### config.mk
export PLATFORM = sky130hd
export DESIGN_NAME = rdv_regs
export DESIGN_NICKNAME = d
export VERILOG_FILES = /design/src/hw/rdv_pkg.sv /design/src/hw/rdv_regs.sv
export SDC_FILE = /design/constraint.sdc
export NUM_CORES = 1
export LEC_CHECK = 0
export BUFFER_PORTS_ARGS = -buffer_cell sky130_fd_sc_hd__buf_2
export CAP_MARGIN = 25
export CORE_MARGIN = 5
export CORE_UTILIZATION = 48
export DETAILED_ROUTE_END_ITERATION = 10
export PLACE_DENSITY = 0.77
export SETUP_SLACK_MARGIN = 0.3
export SYNTH_ARGS = -nofsm -noshare
export SYNTH_HDL_FRONTEND = slang
export SYNTH_SLANG_ARGS = --single-unit
### constraint.sdc
create_clock -name clk -period 2.81 [get_ports clk]
set_clock_uncertainty 0.2 [all_clocks]
set_input_delay 0.281 -clock clk [delete_from_list [all_inputs] [get_ports clk]]
set_output_delay 0.281 -clock clk [all_outputs]
set_load 0.01 [all_outputs]
### src/hw/rdv_pkg.sv
// package: offsets, field positions and masks of the date and alarm value registers
package rdv_pkg;
  localparam int unsigned ADDR_W = 4;
  localparam logic [ADDR_W-1:0] OFS_DATE = 4'h0;
  localparam logic [ADDR_W-1:0] OFS_ALRM_TIME = 4'h4;
  localparam logic [ADDR_W-1:0] OFS_ALRM_DATE = 4'h8;
  localparam logic [ADDR_W-1:0] OFS_CTRL = 4'hC;
  localparam int unsigned WREN_BIT = 3;
  localparam logic [31:0] CTRL_RESET = 32'h0000_0000;
  localparam logic [31:0] CTRL_MASK = 32'h0000_0008;
  localparam logic [31:0] DATE_MASK = 32'hFFFF_FF0F;
  localparam logic [31:0] ALRM_TIME_MASK = 32'hFFFF_FF00;
  localparam logic [31:0] ALRM_DATE_MASK = 32'h00FF_FF0F;
  localparam int unsigned YEAR_TENS_LSB = 28;
  localparam int unsigned YEAR_UNITS_LSB = 24;
  localparam int unsigned MONTH_TENS_LSB = 20;
  localparam int unsigned MONTH_UNITS_LSB = 16;
  localparam int unsigned DAY_TENS_LSB = 12;
  localparam int unsigned DAY_UNITS_LSB = 8;
  localparam int unsigned WEEKDAY_LSB = 0;
  localparam int unsigned HOUR_TENS_LSB = 28;
  localparam int unsigned HOUR_UNITS_LSB = 24;
  localparam int unsigned MINUTE_TENS_LSB = 20;
  localparam int unsigned MINUTE_UNITS_LSB = 16;
  localparam int unsigned SECOND_TENS_LSB = 12;
  localparam int unsigned SECOND_UNITS_LSB = 8;
endpackage

### src/hw/rdv_regs.sv
// date, alarm time and alarm date value registers with a write-enable lock
// Operation
// - The date register holds the year tens digit in bits 31-28 and units in 27-24.
// - The date register holds month tens (0-1) in bits 23-20 and units (0-9) in 19-16.
// - The date register holds day tens (0-3) in bits 15-12 and units (0-9) in 11-8.
// - The date register holds a weekday 0-6 in bits 3-0 and bits 7-4 read zero.
// - The date register ignores writes unless control bit 3, the write enable, is one.
// - The alarm time register holds hour tens (0-2) in 31-28 and units (0-9) in 27-24.
// - The alarm time register holds minute tens (0-5) in 23-20 and units (0-9) in 19-16.
// - The alarm time register holds second tens in 15-12, units in 11-8, bits 7-0 read zero.
// - The alarm date register reads zero in 31-24 and holds month tens/units in 23-16.
// - The alarm date register holds day tens in bits 15-12 and units in bits 11-8.
// - The alarm date register holds a weekday in bits 3-0 and bits 7-4 read zero.
// - With the write enable set the value registers take writes, with it clear they are locked.
`timescale 1ns/100ps
`default_nettype none
module rdv_regs (
  input wire logic clk,
  input wire logic rst_b,
  input wire logic [rdv_pkg::ADDR_W-1:0] addr,
  input wire logic [31:0] wdata,
  input wire logic wr_en,
  input wire logic rd_en,
  output logic [31:0] rdata,
  output logic value_write_enable,
  output logic [3:0] year_tens_digit,
  output logic [3:0] year_units_digit,
  output logic [3:0] month_tens_digit,
  output logic [3:0] month_units_digit,
  output logic [3:0] day_tens_digit,
  output logic [3:0] day_units_digit,
  output logic [3:0] weekday_digit,
  output logic [3:0] alarm_hour_tens_digit,
  output logic [3:0] alarm_hour_units_digit,
  output logic [3:0] alarm_minute_tens_digit,
  output logic [3:0] alarm_minute_units_digit,
  output logic [3:0] alarm_second_tens_digit,
  output logic [3:0] alarm_second_units_digit,
  output logic [3:0] alarm_month_tens_digit,
  output logic [3:0] alarm_month_units_digit,
  output logic [3:0] alarm_day_tens_digit,
  output logic [3:0] alarm_day_units_digit,
  output logic [3:0] alarm_weekday_digit
);
  import rdv_pkg::*;

  logic [31:0] ctrl_ff;
  logic [31:0] date_ff;
  logic [31:0] alrm_time_ff;
  logic [31:0] alrm_date_ff;
  logic [31:0] rdata_ff;
  logic [31:0] nxt_rdata;
  logic wr_date;
  logic wr_alrm_time;
  logic wr_alrm_date;

  ////////////////////////////////////////////////////////////////////////////////
  // write decode

  assign value_write_enable = ctrl_ff[WREN_BIT];
  // locked value registers drop the write silently; the bus never stalls
  assign wr_date = wr_en && (addr == OFS_DATE) && value_write_enable;
  assign wr_alrm_time = wr_en && (addr == OFS_ALRM_TIME) && value_write_enable;
  assign wr_alrm_date = wr_en && (addr == OFS_ALRM_DATE) && value_write_enable;

  always_ff @(posedge clk or negedge rst_b) begin
    if (!rst_b) begin
      ctrl_ff <= CTRL_RESET;
    end else if (wr_en && (addr == OFS_CTRL)) begin
      ctrl_ff <= wdata & CTRL_MASK;
    end
  end

  ////////////////////////////////////////////////////////////////////////////////
  // value registers: no reset, contents undefined until software writes them

  always_ff @(posedge clk) begin
    if (wr_date) begin
      date_ff <= wdata & DATE_MASK;
    end
  end

  always_ff @(posedge clk) begin
    if (wr_alrm_time) begin
      alrm_time_ff <= wdata & ALRM_TIME_MASK;
    end
  end

  always_ff @(posedge clk) begin
    if (wr_alrm_date) begin
      alrm_date_ff <= wdata & ALRM_DATE_MASK;
    end
  end

  ////////////////////////////////////////////////////////////////////////////////
  // field views; ranges are not enforced, software keeps digits legal

  assign year_tens_digit = date_ff[YEAR_TENS_LSB +: 4];
  assign year_units_digit = date_ff[YEAR_UNITS_LSB +: 4];
  assign month_tens_digit = date_ff[MONTH_TENS_LSB +: 4];
  assign month_units_digit = date_ff[MONTH_UNITS_LSB +: 4];
  assign day_tens_digit = date_ff[DAY_TENS_LSB +: 4];
  assign day_units_digit = date_ff[DAY_UNITS_LSB +: 4];
  assign weekday_digit = date_ff[WEEKDAY_LSB +: 4];
  assign alarm_hour_tens_digit = alrm_time_ff[HOUR_TENS_LSB +: 4];
  assign alarm_hour_units_digit = alrm_time_ff[HOUR_UNITS_LSB +: 4];
  assign alarm_minute_tens_digit = alrm_time_ff[MINUTE_TENS_LSB +: 4];
  assign alarm_minute_units_digit = alrm_time_ff[MINUTE_UNITS_LSB +: 4];
  assign alarm_second_tens_digit = alrm_time_ff[SECOND_TENS_LSB +: 4];
  assign alarm_second_units_digit = alrm_time_ff[SECOND_UNITS_LSB +: 4];
  assign alarm_month_tens_digit = alrm_date_ff[MONTH_TENS_LSB +: 4];
  assign alarm_month_units_digit = alrm_date_ff[MONTH_UNITS_LSB +: 4];
  assign alarm_day_tens_digit = alrm_date_ff[DAY_TENS_LSB +: 4];
  assign alarm_day_units_digit = alrm_date_ff[DAY_UNITS_LSB +: 4];
  assign alarm_weekday_digit = alrm_date_ff[WEEKDAY_LSB +: 4];

  ////////////////////////////////////////////////////////////////////////////////
  // read path; masking again on read keeps zero bits zero even before first write

  always_comb begin
    nxt_rdata = 32'h0000_0000;
    if (rd_en) begin
      unique case (addr)
        OFS_DATE: nxt_rdata = date_ff & DATE_MASK;
        OFS_ALRM_TIME: nxt_rdata = alrm_time_ff & ALRM_TIME_MASK;
        OFS_ALRM_DATE: nxt_rdata = alrm_date_ff & ALRM_DATE_MASK;
        OFS_CTRL: nxt_rdata = ctrl_ff;
        default: nxt_rdata = 32'h0000_0000;
      endcase
    end
  end

  always_ff @(posedge clk or negedge rst_b) begin
    if (!rst_b) begin
      rdata_ff <= 32'h0000_0000;
    end else begin
      rdata_ff <= nxt_rdata;
    end
  end

  assign rdata = rdata_ff;

  ////////////////////////////////////////////////////////////////////////////////
  // checks

  property p_date_locked;
    @(posedge clk) disable iff (!rst_b)
      (wr_en && addr == OFS_DATE && !value_write_enable) |=> $stable(date_ff);
  endproperty
  a_date_locked: assert property (p_date_locked) else $error("date changed while locked");

  property p_date_write;
    @(posedge clk) disable iff (!rst_b)
      (wr_en && addr == OFS_DATE && value_write_enable)
        |=> date_ff == ($past(wdata) & DATE_MASK);
  endproperty
  a_date_write: assert property (p_date_write) else $error("date write lost");

  property p_atime_locked;
    @(posedge clk) disable iff (!rst_b)
      (wr_en && addr == OFS_ALRM_TIME && !value_write_enable) |=> $stable(alrm_time_ff);
  endproperty
  a_atime_locked: assert property (p_atime_locked) else $error("alarm time changed while locked");

  property p_adate_locked;
    @(posedge clk) disable iff (!rst_b)
      (wr_en && addr == OFS_ALRM_DATE && !value_write_enable) |=> $stable(alrm_date_ff);
  endproperty
  a_adate_locked: assert property (p_adate_locked) else $error("alarm date changed while locked");

  property p_date_zero_bits;
    @(posedge clk) disable iff (!rst_b)
      (rd_en && addr == OFS_DATE) |=> rdata[7:4] == 4'h0;
  endproperty
  a_date_zero_bits: assert property (p_date_zero_bits) else $error("date bits 7-4 not zero");

  property p_atime_zero_bits;
    @(posedge clk) disable iff (!rst_b)
      (rd_en && addr == OFS_ALRM_TIME) |=> rdata[7:0] == 8'h00;
  endproperty
  a_atime_zero_bits: assert property (p_atime_zero_bits) else $error("alarm time low byte set");

  property p_adate_zero_bits;
    @(posedge clk) disable iff (!rst_b)
      (rd_en && addr == OFS_ALRM_DATE) |=> (rdata[31:24] == 8'h00 && rdata[7:4] == 4'h0);
  endproperty
  a_adate_zero_bits: assert property (p_adate_zero_bits) else $error("alarm date zero bits set");

  property p_atime_readback;
    @(posedge clk) disable iff (!rst_b)
      (wr_en && addr == OFS_ALRM_TIME && value_write_enable) ##1 (rd_en && addr == OFS_ALRM_TIME)
        |=> rdata == ($past(wdata, 2) & ALRM_TIME_MASK);
  endproperty
  a_atime_readback: assert property (p_atime_readback) else $error("alarm time readback wrong");

  property p_idle_read_zero;
    @(posedge clk) disable iff (!rst_b)
      !rd_en |=> rdata == 32'h0000_0000;
  endproperty
  a_idle_read_zero: assert property (p_idle_read_zero) else $error("read data outside read slot");

  ////////////////////////////////////////////////////////////////////////////////
  // field checks use literal bit slices so a wrong position constant cannot hide

  property p_ctrl_write;
    @(posedge clk) disable iff (!rst_b)
      (wr_en && addr == OFS_CTRL) |=> ctrl_ff == ($past(wdata) & CTRL_MASK);
  endproperty
  a_ctrl_write: assert property (p_ctrl_write) else $error("control write lost");

  property p_atime_write;
    @(posedge clk) disable iff (!rst_b)
      (wr_en && addr == OFS_ALRM_TIME && value_write_enable)
        |=> alrm_time_ff == ($past(wdata) & ALRM_TIME_MASK);
  endproperty
  a_atime_write: assert property (p_atime_write) else $error("alarm time write lost");

  property p_adate_write;
    @(posedge clk) disable iff (!rst_b)
      (wr_en && addr == OFS_ALRM_DATE && value_write_enable)
        |=> alrm_date_ff == ($past(wdata) & ALRM_DATE_MASK);
  endproperty
  a_adate_write: assert property (p_adate_write) else $error("alarm date write lost");

  property p_date_fields;
    @(posedge clk) disable iff (!rst_b)
      wr_date |=> {year_tens_digit, year_units_digit, month_tens_digit, month_units_digit,
        day_tens_digit, day_units_digit} == $past(wdata[31:8])
        && weekday_digit == $past(wdata[3:0]);
  endproperty
  a_date_fields: assert property (p_date_fields) else $error("date fields");

  property p_atime_fields;
    @(posedge clk) disable iff (!rst_b)
      wr_alrm_time |=> {alarm_hour_tens_digit, alarm_hour_units_digit, alarm_minute_tens_digit,
        alarm_minute_units_digit, alarm_second_tens_digit, alarm_second_units_digit}
        == $past(wdata[31:8]);
  endproperty
  a_atime_fields: assert property (p_atime_fields) else $error("alarm time");

  property p_adate_fields;
    @(posedge clk) disable iff (!rst_b)
      wr_alrm_date |=> {alarm_month_tens_digit, alarm_month_units_digit, alarm_day_tens_digit,
        alarm_day_units_digit} == $past(wdata[23:8])
        && alarm_weekday_digit == $past(wdata[3:0]);
  endproperty
  a_adate_fields: assert property (p_adate_fields) else $error("alarm date");

  property p_date_zero_store;
    @(posedge clk) disable iff (!rst_b)
      wr_date |=> date_ff[7:4] == 4'h0;
  endproperty
  a_date_zero_store: assert property (p_date_zero_store) else $error("date spare");

  property p_atime_zero_store;
    @(posedge clk) disable iff (!rst_b)
      wr_alrm_time |=> alrm_time_ff[7:0] == 8'h00;
  endproperty
  a_atime_zero_store: assert property (p_atime_zero_store) else $error("time spare");

  property p_adate_zero_store;
    @(posedge clk) disable iff (!rst_b)
      wr_alrm_date |=> alrm_date_ff[31:24] == 8'h00 && alrm_date_ff[7:4] == 4'h0;
  endproperty
  a_adate_zero_store: assert property (p_adate_zero_store) else $error("alarm spare");

  property p_ctrl_spare_zero;
    @(posedge clk) disable iff (!rst_b)
      (rd_en && addr == OFS_CTRL) |=> (rdata & ~CTRL_MASK) == 32'h0000_0000;
  endproperty
  a_ctrl_spare_zero: assert property (p_ctrl_spare_zero) else $error("control spare");

  // stale read data must not leak through an unmapped offset
  property p_unmapped_read;
    @(posedge clk) disable iff (!rst_b)
      (rd_en && addr != OFS_DATE && addr != OFS_ALRM_TIME && addr != OFS_ALRM_DATE
        && addr != OFS_CTRL) |=> rdata == 32'h0000_0000;
  endproperty
  a_unmapped_read: assert property (p_unmapped_read) else $error("unmapped read not zero");

  // a read right after a write must already see the new contents
  property p_date_readback;
    @(posedge clk) disable iff (!rst_b)
      (wr_en && addr == OFS_DATE && value_write_enable) ##1 (rd_en && addr == OFS_DATE)
        |=> rdata == ($past(wdata, 2) & DATE_MASK);
  endproperty
  a_date_readback: assert property (p_date_readback) else $error("date readback wrong");

  property p_adate_readback;
    @(posedge clk) disable iff (!rst_b)
      (wr_en && addr == OFS_ALRM_DATE && value_write_enable) ##1 (rd_en && addr == OFS_ALRM_DATE)
        |=> rdata == ($past(wdata, 2) & ALRM_DATE_MASK);
  endproperty
  a_adate_readback: assert property (p_adate_readback) else $error("alarm date readback");

  c_locked_write: cover property (@(posedge clk) wr_en && addr == OFS_DATE && !value_write_enable);
  c_open_write: cover property (@(posedge clk) wr_en && addr == OFS_ALRM_DATE && value_write_enable);
  c_read_date: cover property (@(posedge clk) rd_en && addr == OFS_DATE);
  c_no_gap_read: cover property (@(posedge clk) wr_en && value_write_enable ##1 rd_en);
  c_unmapped_read: cover property (@(posedge clk) rd_en && addr == 4'h2);
endmodule
`default_nettype wire

# Word-level counts from Yosys, hierarchy flattened
# Index checks and enable logic that the tools add are counted.
[word_totals]
mem_count = 0
mem_bits_ro = 0
reg_bits = 105
latchBits = 0
inputBits = 40
word_cells = 18
output_inout_bits = 105
ram_bits = 0
[classes]
multipliers = 0
reduce_logical = 8
eq_ne = 3
n_shift = 0
n_bitwise = 0
muxes = 2
addsub = 0
order_cmp = 0
div = 0
[ops]
columns = ["cell", "count"]
rows = [
  ["$pmux W32 S4", 1],
  ["$mux W32", 1],
  ["$eq A4 B4 Y1 const B", 2],
  ["$logic_and A1 B1 Y1", 7],
  ["$eq A4 B3 Y1 const B", 1],
  ["$logic_not A4 Y1", 1],
]

# Depth between registers and ports, before layout
# Gate-level depths: netlist (run 1).
[logic_depth]
depth_word = 3
ltp_mapped = 5
mapped_depth_nobuf = 3

# Worst setup path before layout (run 1)
# No wires, ideal clock.
[synth_timing]
path_kind = "input to register"
startpoint = "input addr[2] (netlist bit)"
endpoint = "register alrm_date_ff[0] (enable)"
path_slack_ns = 0.154
required_time_ns = 2.188
cell_stages = 3
path_buffers = 2
t_arrival_ns = 2.034
path_cell_list = "buf_6 buf_4 nor3_1"
[synth_via]
elab_chain_len = 3
[synth_lines]
columns = ["element", "line_no", "text"]
rows = [
  ["from (decl)", "rdv_regs.sv:20", "input wire logic [rdv_pkg::ADDR_W-1:0] addr,"],
  ["$eq A4 B4 Y1", "rdv_regs.sv:64", "assign wr_alrm_date = wr_en && (addr == OFS_ALRM_DATE) && value_write_enable;"],
  ["$logic_and A1 B1 Y1 (2 in series)", "rdv_regs.sv:64", ""],
  ["via wr_alrm_date", "rdv_regs.sv:55", "logic wr_alrm_date;"],
  ["to (signal assigned)", "rdv_regs.sv:91", "alrm_date_ff <= wdata & ALRM_DATE_MASK;"],
  ["to (decl)", "rdv_regs.sv:50", "logic [31:0] alrm_date_ff;"],
]
# The timed path passes the listed nets, and every way through them passes these cells.
# A chain may end at the register's enable or synchronous reset.

# Worst setup path in the final report (run 1)
[layout_timing]
startpoint = "input addr[2] (netlist bit)"
endpoint = "register date_ff[2] (enable)"
[layout_via]
elab_chain_len = 3
[layout_lines]
columns = ["element", "line_no", "text"]
rows = [
  ["$logic_not A4 Y1", "rdv_regs.sv:62", "assign wr_date = wr_en && (addr == OFS_DATE) && value_write_enable;"],
  ["$logic_and A1 B1 Y1 (2 in series)", "rdv_regs.sv:62", ""],
  ["via wr_date", "rdv_regs.sv:53", "logic wr_date;"],
  ["to (signal assigned)", "rdv_regs.sv:79", "date_ff <= wdata & DATE_MASK;"],
  ["to (decl)", "rdv_regs.sv:48", "logic [31:0] date_ff;"],
]
# The timed path passes the listed nets, and every way through them passes these cells.

==> results of run 1 <==
==> state kept, by name, summed over array words and instances, names as in the netlist <==
name / cells
alrm_date_ff: 20
alrm_time_ff: 24
rdata: 28
date_ff: 28
ctrl_ff: 1
==> metal layers <==
metal | global-route usage (%) | vias to the layer above | routed length (um)
met4 | 5.83 | 0 | 127
met2 | 33.4 | 102 | 4570
met1 | 21.5 | 1190 | 3180
li1 | - | 1112 | -
met5 | 0 | - | 0
met3 | 6.04 | 11 | 706
==> layout by cell type (no fill, tap or decap), types with 2 or more instances in the layout <==
cell / count
nor2_1: 15
dfrtp_1: 29
mux2i_1: 23
conb_1: 4
or2_1: 2
buf_2: 136
edfxtp_1: 72
mux2_1: 2
nor3_1: 4
clkinvlp_4: 3
buf_4: 9
a222oi_1: 4
clkbuf_8: 9
nor2b_1: 2
dlygate4sd3_1: 29
a21oi_1: 12
or2_0: 10
nand2_1: 16
==> what timing repair did <==
item / in CTS / in global routing
setup buffers: 0 / 0
endpoints found under the hold margin: 102 / 0
hold buffers: 29 / 0
endpoints found under the setup margin: 0 / 0
==> worst max-delay path, cell delays in order <==
cell and delay (ns):
buf_2 0.25, nor4_2 0.54, and3_1 0.25, buf_4 0.25
==> worst max-delay path by stage <==
stage	slack [ns]	startpoint	endpoint
final	1.05	addr[2]	date_ff[2]
after global placement	0.69	addr[2]	date_ff[14]
after CTS	1.01	ctrl_ff[3]	alrm_date_ff[3]
after detailed placement	0.68	addr[2]	date_ff[15]
after floorplan	0.75	addr[3]	date_ff[0]
after global routing	0.95	ctrl_ff[3]	alrm_date_ff[2]
==> through the flow <==
stage	cells	setup slack (ns)	hold WS [ns]
2_1_floorplan	214	0.751	-0.215
4_1_cts	490	1.01	0.109
3_5_place_dp	445	0.676	0.171
6_report	490	1.05	0.119
3_3_place_gp	445	0.688	0.170
5_1_grt	490	0.946	0.117
==> layout make-up <==
class	count	area [sq um]
Sequential cell	101	2890
Multi-Input combinational cell	100	649
Timing Repair Buffer	174	1040
Clock inverter	6	45.0
Fill cell	563	2400
Tap cell	99	124
Clock buffer	10	149
==> power groups by stage <==
stage / Sequential [mW] / Clock, mW / Combinational (mW)
2_1_floorplan: 1.67 / 0 / 0.0650
3_3_place_gp: 1.66 / 0 / 0.146
3_5_place_dp: 1.66 / 0 / 0.151
4_1_cts: 1.63 / 0.884 / 0.183
5_1_grt: 1.63 / 0.951 / 0.199
6_report: 1.63 / 0.852 / 0.181
==> kinds of logic (layout without fill, tap and decap cells) <==
kind of cell	after synthesis	after routing	share of synthesized area, %
other cells	1	4	0.104
compound gates	17	17	2.99
flops	101	101	80.1
buf+inv	13	190	2.50
mux	25	25	7.01
simple gates	54	54	7.29
==> metrics.cfg, run 1 <==
[grt]
antenna_found_initial=0
overflow=0
grt_pass1_vias=2567
grt_max_degree=30
grt_use_total_pct=18.8
grt_pass1_wl_mm=13.9

[synthesis]
synth_seq_cells=101
ys_seq_area_share_pct=80.1
ys_async_sr_fraction_pct=28.7
synth_edf_count=72
yosysTopAreaCell=edfxtp_1
avgSynthCellArea_sq_um=17.1
syn_area_sq_um=3600
yosysTopAreaCellShare_pct=60.0
synth_area_leaders=edfxtp_1 60%, dfrtp_1 20%, mux2i_1 6.4%, or2_0 1.7%, a21oi_1 1.7%
yosysMostFrequentCell=edfxtp_1
yosys_warnings=0
ys.flop_type=edfxtp_1
yosys-top-cells-count=72 x edfxtp_1, 29 x dfrtp_1, 23 x mux2i_1
synth_cell_type_count=22
syn_inst=211

[clocking]
clock_path_buffers=2
root_buffer=clkbuf_8
cts_made_buffers=9
clk_pin_slew_ns=0.09
htree_levels=3
cts_tree=done
clock_sinks=101
clk_latency_ns=0.34
cts_resized=0

[pwr]
p_int_mw=2.08
switchingPower_mw=0.580
clkPwrFrac_pct=32.0
power_density_nw_per_um2=544
peakVddDrop_mv=0.442
p_comb_share_pct=6.8
p_seq_share_pct=61.2
cellLeakagePower_nw=2.15
p_total_mw=2.66
swShare_pct=21.8

[routing]
wirelength_mm=8.58
drc_errors=0
wl_per_cell_um=17.5
dr.pass1.iters=6
avgViaCountPerCell=4.93
ant_nets=0
first_iter_violations=116
vias=2415

[worst_setup_path]
arrival_ns=1.59
regToRegStartpoint=ctrl_ff[3]
r2r-end=alrm_date_ff[14]
r2r_slack_ns=1.06
cp-start-kind=input port
worst-setup-path-type=in2reg
worstPathRequired_ns=2.64
crit_fanout=16
cp-end-kind=flop
ff2ff_path_depth=3

[timing]
fin_setup_tns_ns=0
hold_viol=0
rsz0062_at_grt=no
fmax_ghz=0.568
tightest_slew_ns=0.809
setup_violations=0
relSlewSlack_pct=45.9
fin_crit_ns=1.76
slew_viol_final=0
fin_crit_sh_pct=62.7

[layout]
nets=426
drive_above_1_share_pct=41.7
fin_util_pct=67.1
antennaDiodeCount=0
design_area_sq_um=4890
syn_to_final_growth_pct=35.8

[worst_hold_path]
whs_endpoint=ctrl_ff[3]
min-delay-start=wr_en
worstHoldPathType=in2reg
hold_depth=3

[die]
pin_count=145
die_area_sq_um=9340
start_util_pct=49.4
core_region_area_sq_um=7290
num_rows=31
die_w_um=96.7
die_h_um=96.7

[placement]
port_buffers=136
place.gp.congestion=0.727
dpl-instance-area_sq_um=4410
hpwl_mm=5.92

[outcome]
outcome=finished, final reports clean

[run]
cap_violations=0

Power figures use the tool's default switching activity.
==> inputs of run 2 (changes only) <==
clock period = 1.7 ns   (was 2.81 ns; I/O delays follow)
==> run 2 against run 1 <==
  * Clock power up 100%
  * First-iteration DRC count grew 25%
  * Worst hold slack got worse by 0.11 ns
  * Sequential share of layout area down 2.1 points
  * Power rose by 77%
  * Critical path depth fell by 1
  * Global-route usage down 0.70 points
  * Utilization increased by 2.5 points
  * Highest routed layer unchanged
==> metrics.cfg, run 2 (synthesis gave the netlist of run 1 again) <==
[grt]
grt_pass1_wl_mm=13.3  ; -4.2%
grt_pass1_vias=2647  ; +3.1%
grt_use_total_pct=18.1  ; -0.70 points
overflow=0  ; unchanged
antenna_found_initial=0  ; unchanged
grt_max_degree=22  ; -27%

[worst_setup_path]
cp_slowest_cell=dfrtp_2
cp-start-kind=flop
crit_start=ctrl_ff[3]
arrival_ns=1.20  ; -0.39 ns
cp_num_buf_inv=1  ; -1
crit_chain=nand2_2 > nor3_4 > buf_4
critPathMaxStageDelay_ns=0.43  ; -0.11 ns
regToRegStartpoint=ctrl_ff[3]
crit_fanout=9  ; -7
cp-end-kind=flop
worst-setup-path-type=reg2reg
worstPathRequired_ns=1.55  ; -1.09 ns
critPathTopFamily=flip-flops

[die]
die_h_um=96.7  ; unchanged
core_region_area_sq_um=7290  ; unchanged
die_w_um=96.7  ; unchanged
num_rows=31  ; unchanged
start_util_pct=49.4  ; unchanged
die_area_sq_um=9340  ; unchanged
pin_count=145  ; unchanged

[routing]
dr.pass1.iters=5  ; -1
first_iter_violations=145  ; +25%
ant_nets=0  ; unchanged
drc_errors=0  ; unchanged
vias=2404  ; -0.46%
wirelength_mm=8.35  ; -2.7%
wl_per_cell_um=16.7  ; -4.6%
avgViaCountPerCell=4.81  ; -2.4%

[timing]
fin_ws_ns=0.349  ; -0.700 ns
relSlewSlack_pct=63.9  ; +18 points
fmax_ghz=0.740
fin_crit_ns=1.35
slew_viol_final=0  ; unchanged
tightest_slew_ns=0.541  ; -0.268 ns
fin_crit_sh_pct=79.5
fin_setup_tns_ns=0  ; unchanged
setup_violations=0  ; unchanged
hold_viol=0  ; unchanged
rsz0062_at_grt=yes

[clocking]
root_buffer=clkbuf_8
clock_path_buffers=2  ; unchanged
cts_made_buffers=9  ; unchanged
post_cts_buffers=0  ; unchanged
clk_latency_ns=0.35  ; about the same
clock_sinks=101  ; unchanged
cts_tree=done
htree_levels=3  ; unchanged
clk_pin_slew_ns=0.08  ; about the same

[layout]
mostFrequentLayoutCells=136 x buf_2, 72 x edfxtp_1, 29 x dlygate4sd3_1
antennaDiodeCount=0  ; unchanged
nets=436  ; +2.3%
syn_to_final_growth_pct=40.7
fin_util_pct=69.6  ; +2.5 points
drive_above_1_share_pct=43.9  ; +2.2 points
final_common_cell=buf_2

[pwr]
cellLeakagePower_nw=2.24  ; +4.0%
power_density_nw_per_um2=931  ; +71%
peakVddDrop_mv=0.505  ; +14%

[placement]
post-place-ws_ns=0.116  ; -0.560 ns
port_buffers=136  ; unchanged
place.gp.congestion=0.747  ; +2.7%
hpwl_mm=6.04  ; +2.0%

[worst_hold_path]
worstHoldPathType=in2reg
min-delay-start=wr_en

[run]
cap_violations=0  ; unchanged

[outcome]
outcome=finished, final reports clean

-- run 2: cell count changes in the layout (fill, tap and decap cells not counted), moves of 2 or more --
cell	delta
buf_12	+3
clkbuf_1	+2
buf_4	+6
clkinvlp_4	-3
bufinv_16	+3
-- run 2: where the power goes --
part | leakage, nW | switching [mW] | internal [mW]
clock network | 0.117 | 0.737 | 0.974
registers | 1.05 | 0.0196 | 2.67
logic | 1.07 | 0.163 | 0.154
total | 2.24 | 0.919 | 3.80
-- run 2: what timing repair did --
action | 4_1_cts | 5_1_grt
hold buffers | 29 | 0
resized for setup | 0 | 1
endpoints found under the setup margin | 0 | 11
hold endpoints to repair | 93 | 0
-- run 2: final timing paths --
path / end / slack, ns / depth (start not counted)
hold reg to reg: rdata[26] / 0.33 / 2
max in group asynchronous: rdata[21] / 0.64 / 3
setup / recovery: alrm_date_ff[21] / 0.35 / 3
setup reg to reg: alrm_date_ff[21] / 0.35 / 3
min in group asynchronous: rdata[25] / 0.14 / 2
hold / removal: ctrl_ff[3] / 0.005 / 3
-- run 2: final cells by class --
class                   count  area (sq um)
clock inverters             5           100
repair buffers            184          1150
well taps                  99           124
flip-flops and latches    101          2890
multi-input cells         100           673
clock buffers              11           131
fillers                   537          2220
-- run 2: metrics by stage --
stage / hold slack, ns / cells / instance area, sq um / total power [mW]
floorplan: -0.326 / 214 / 3670 / 2.88
global placement: -0.0153 / 455 / 4550 / 3.01
detailed placement: -0.0105 / 455 / 4550 / 3.02
CTS: 0.000890 / 500 / 5070 / 4.76
global route: 0.0162 / 500 / 5070 / 4.88
finish: 0.00494 / 500 / 5070 / 4.72
-- run 2: metal layers --
layer,part of all wire [%],track usage [%],up-vias
li1,-,-,1137
met4,2.5,6.37,0
met5,0,0,-
met3,8.6,6.40,15
met2,53,32.7,112
met1,36,19.4,1140
-- run 2: worst min-delay path, cell delays in order --
cell and delay, ns:
buf_2 0.13, nand4_1 0.10, mux2_1 0.13
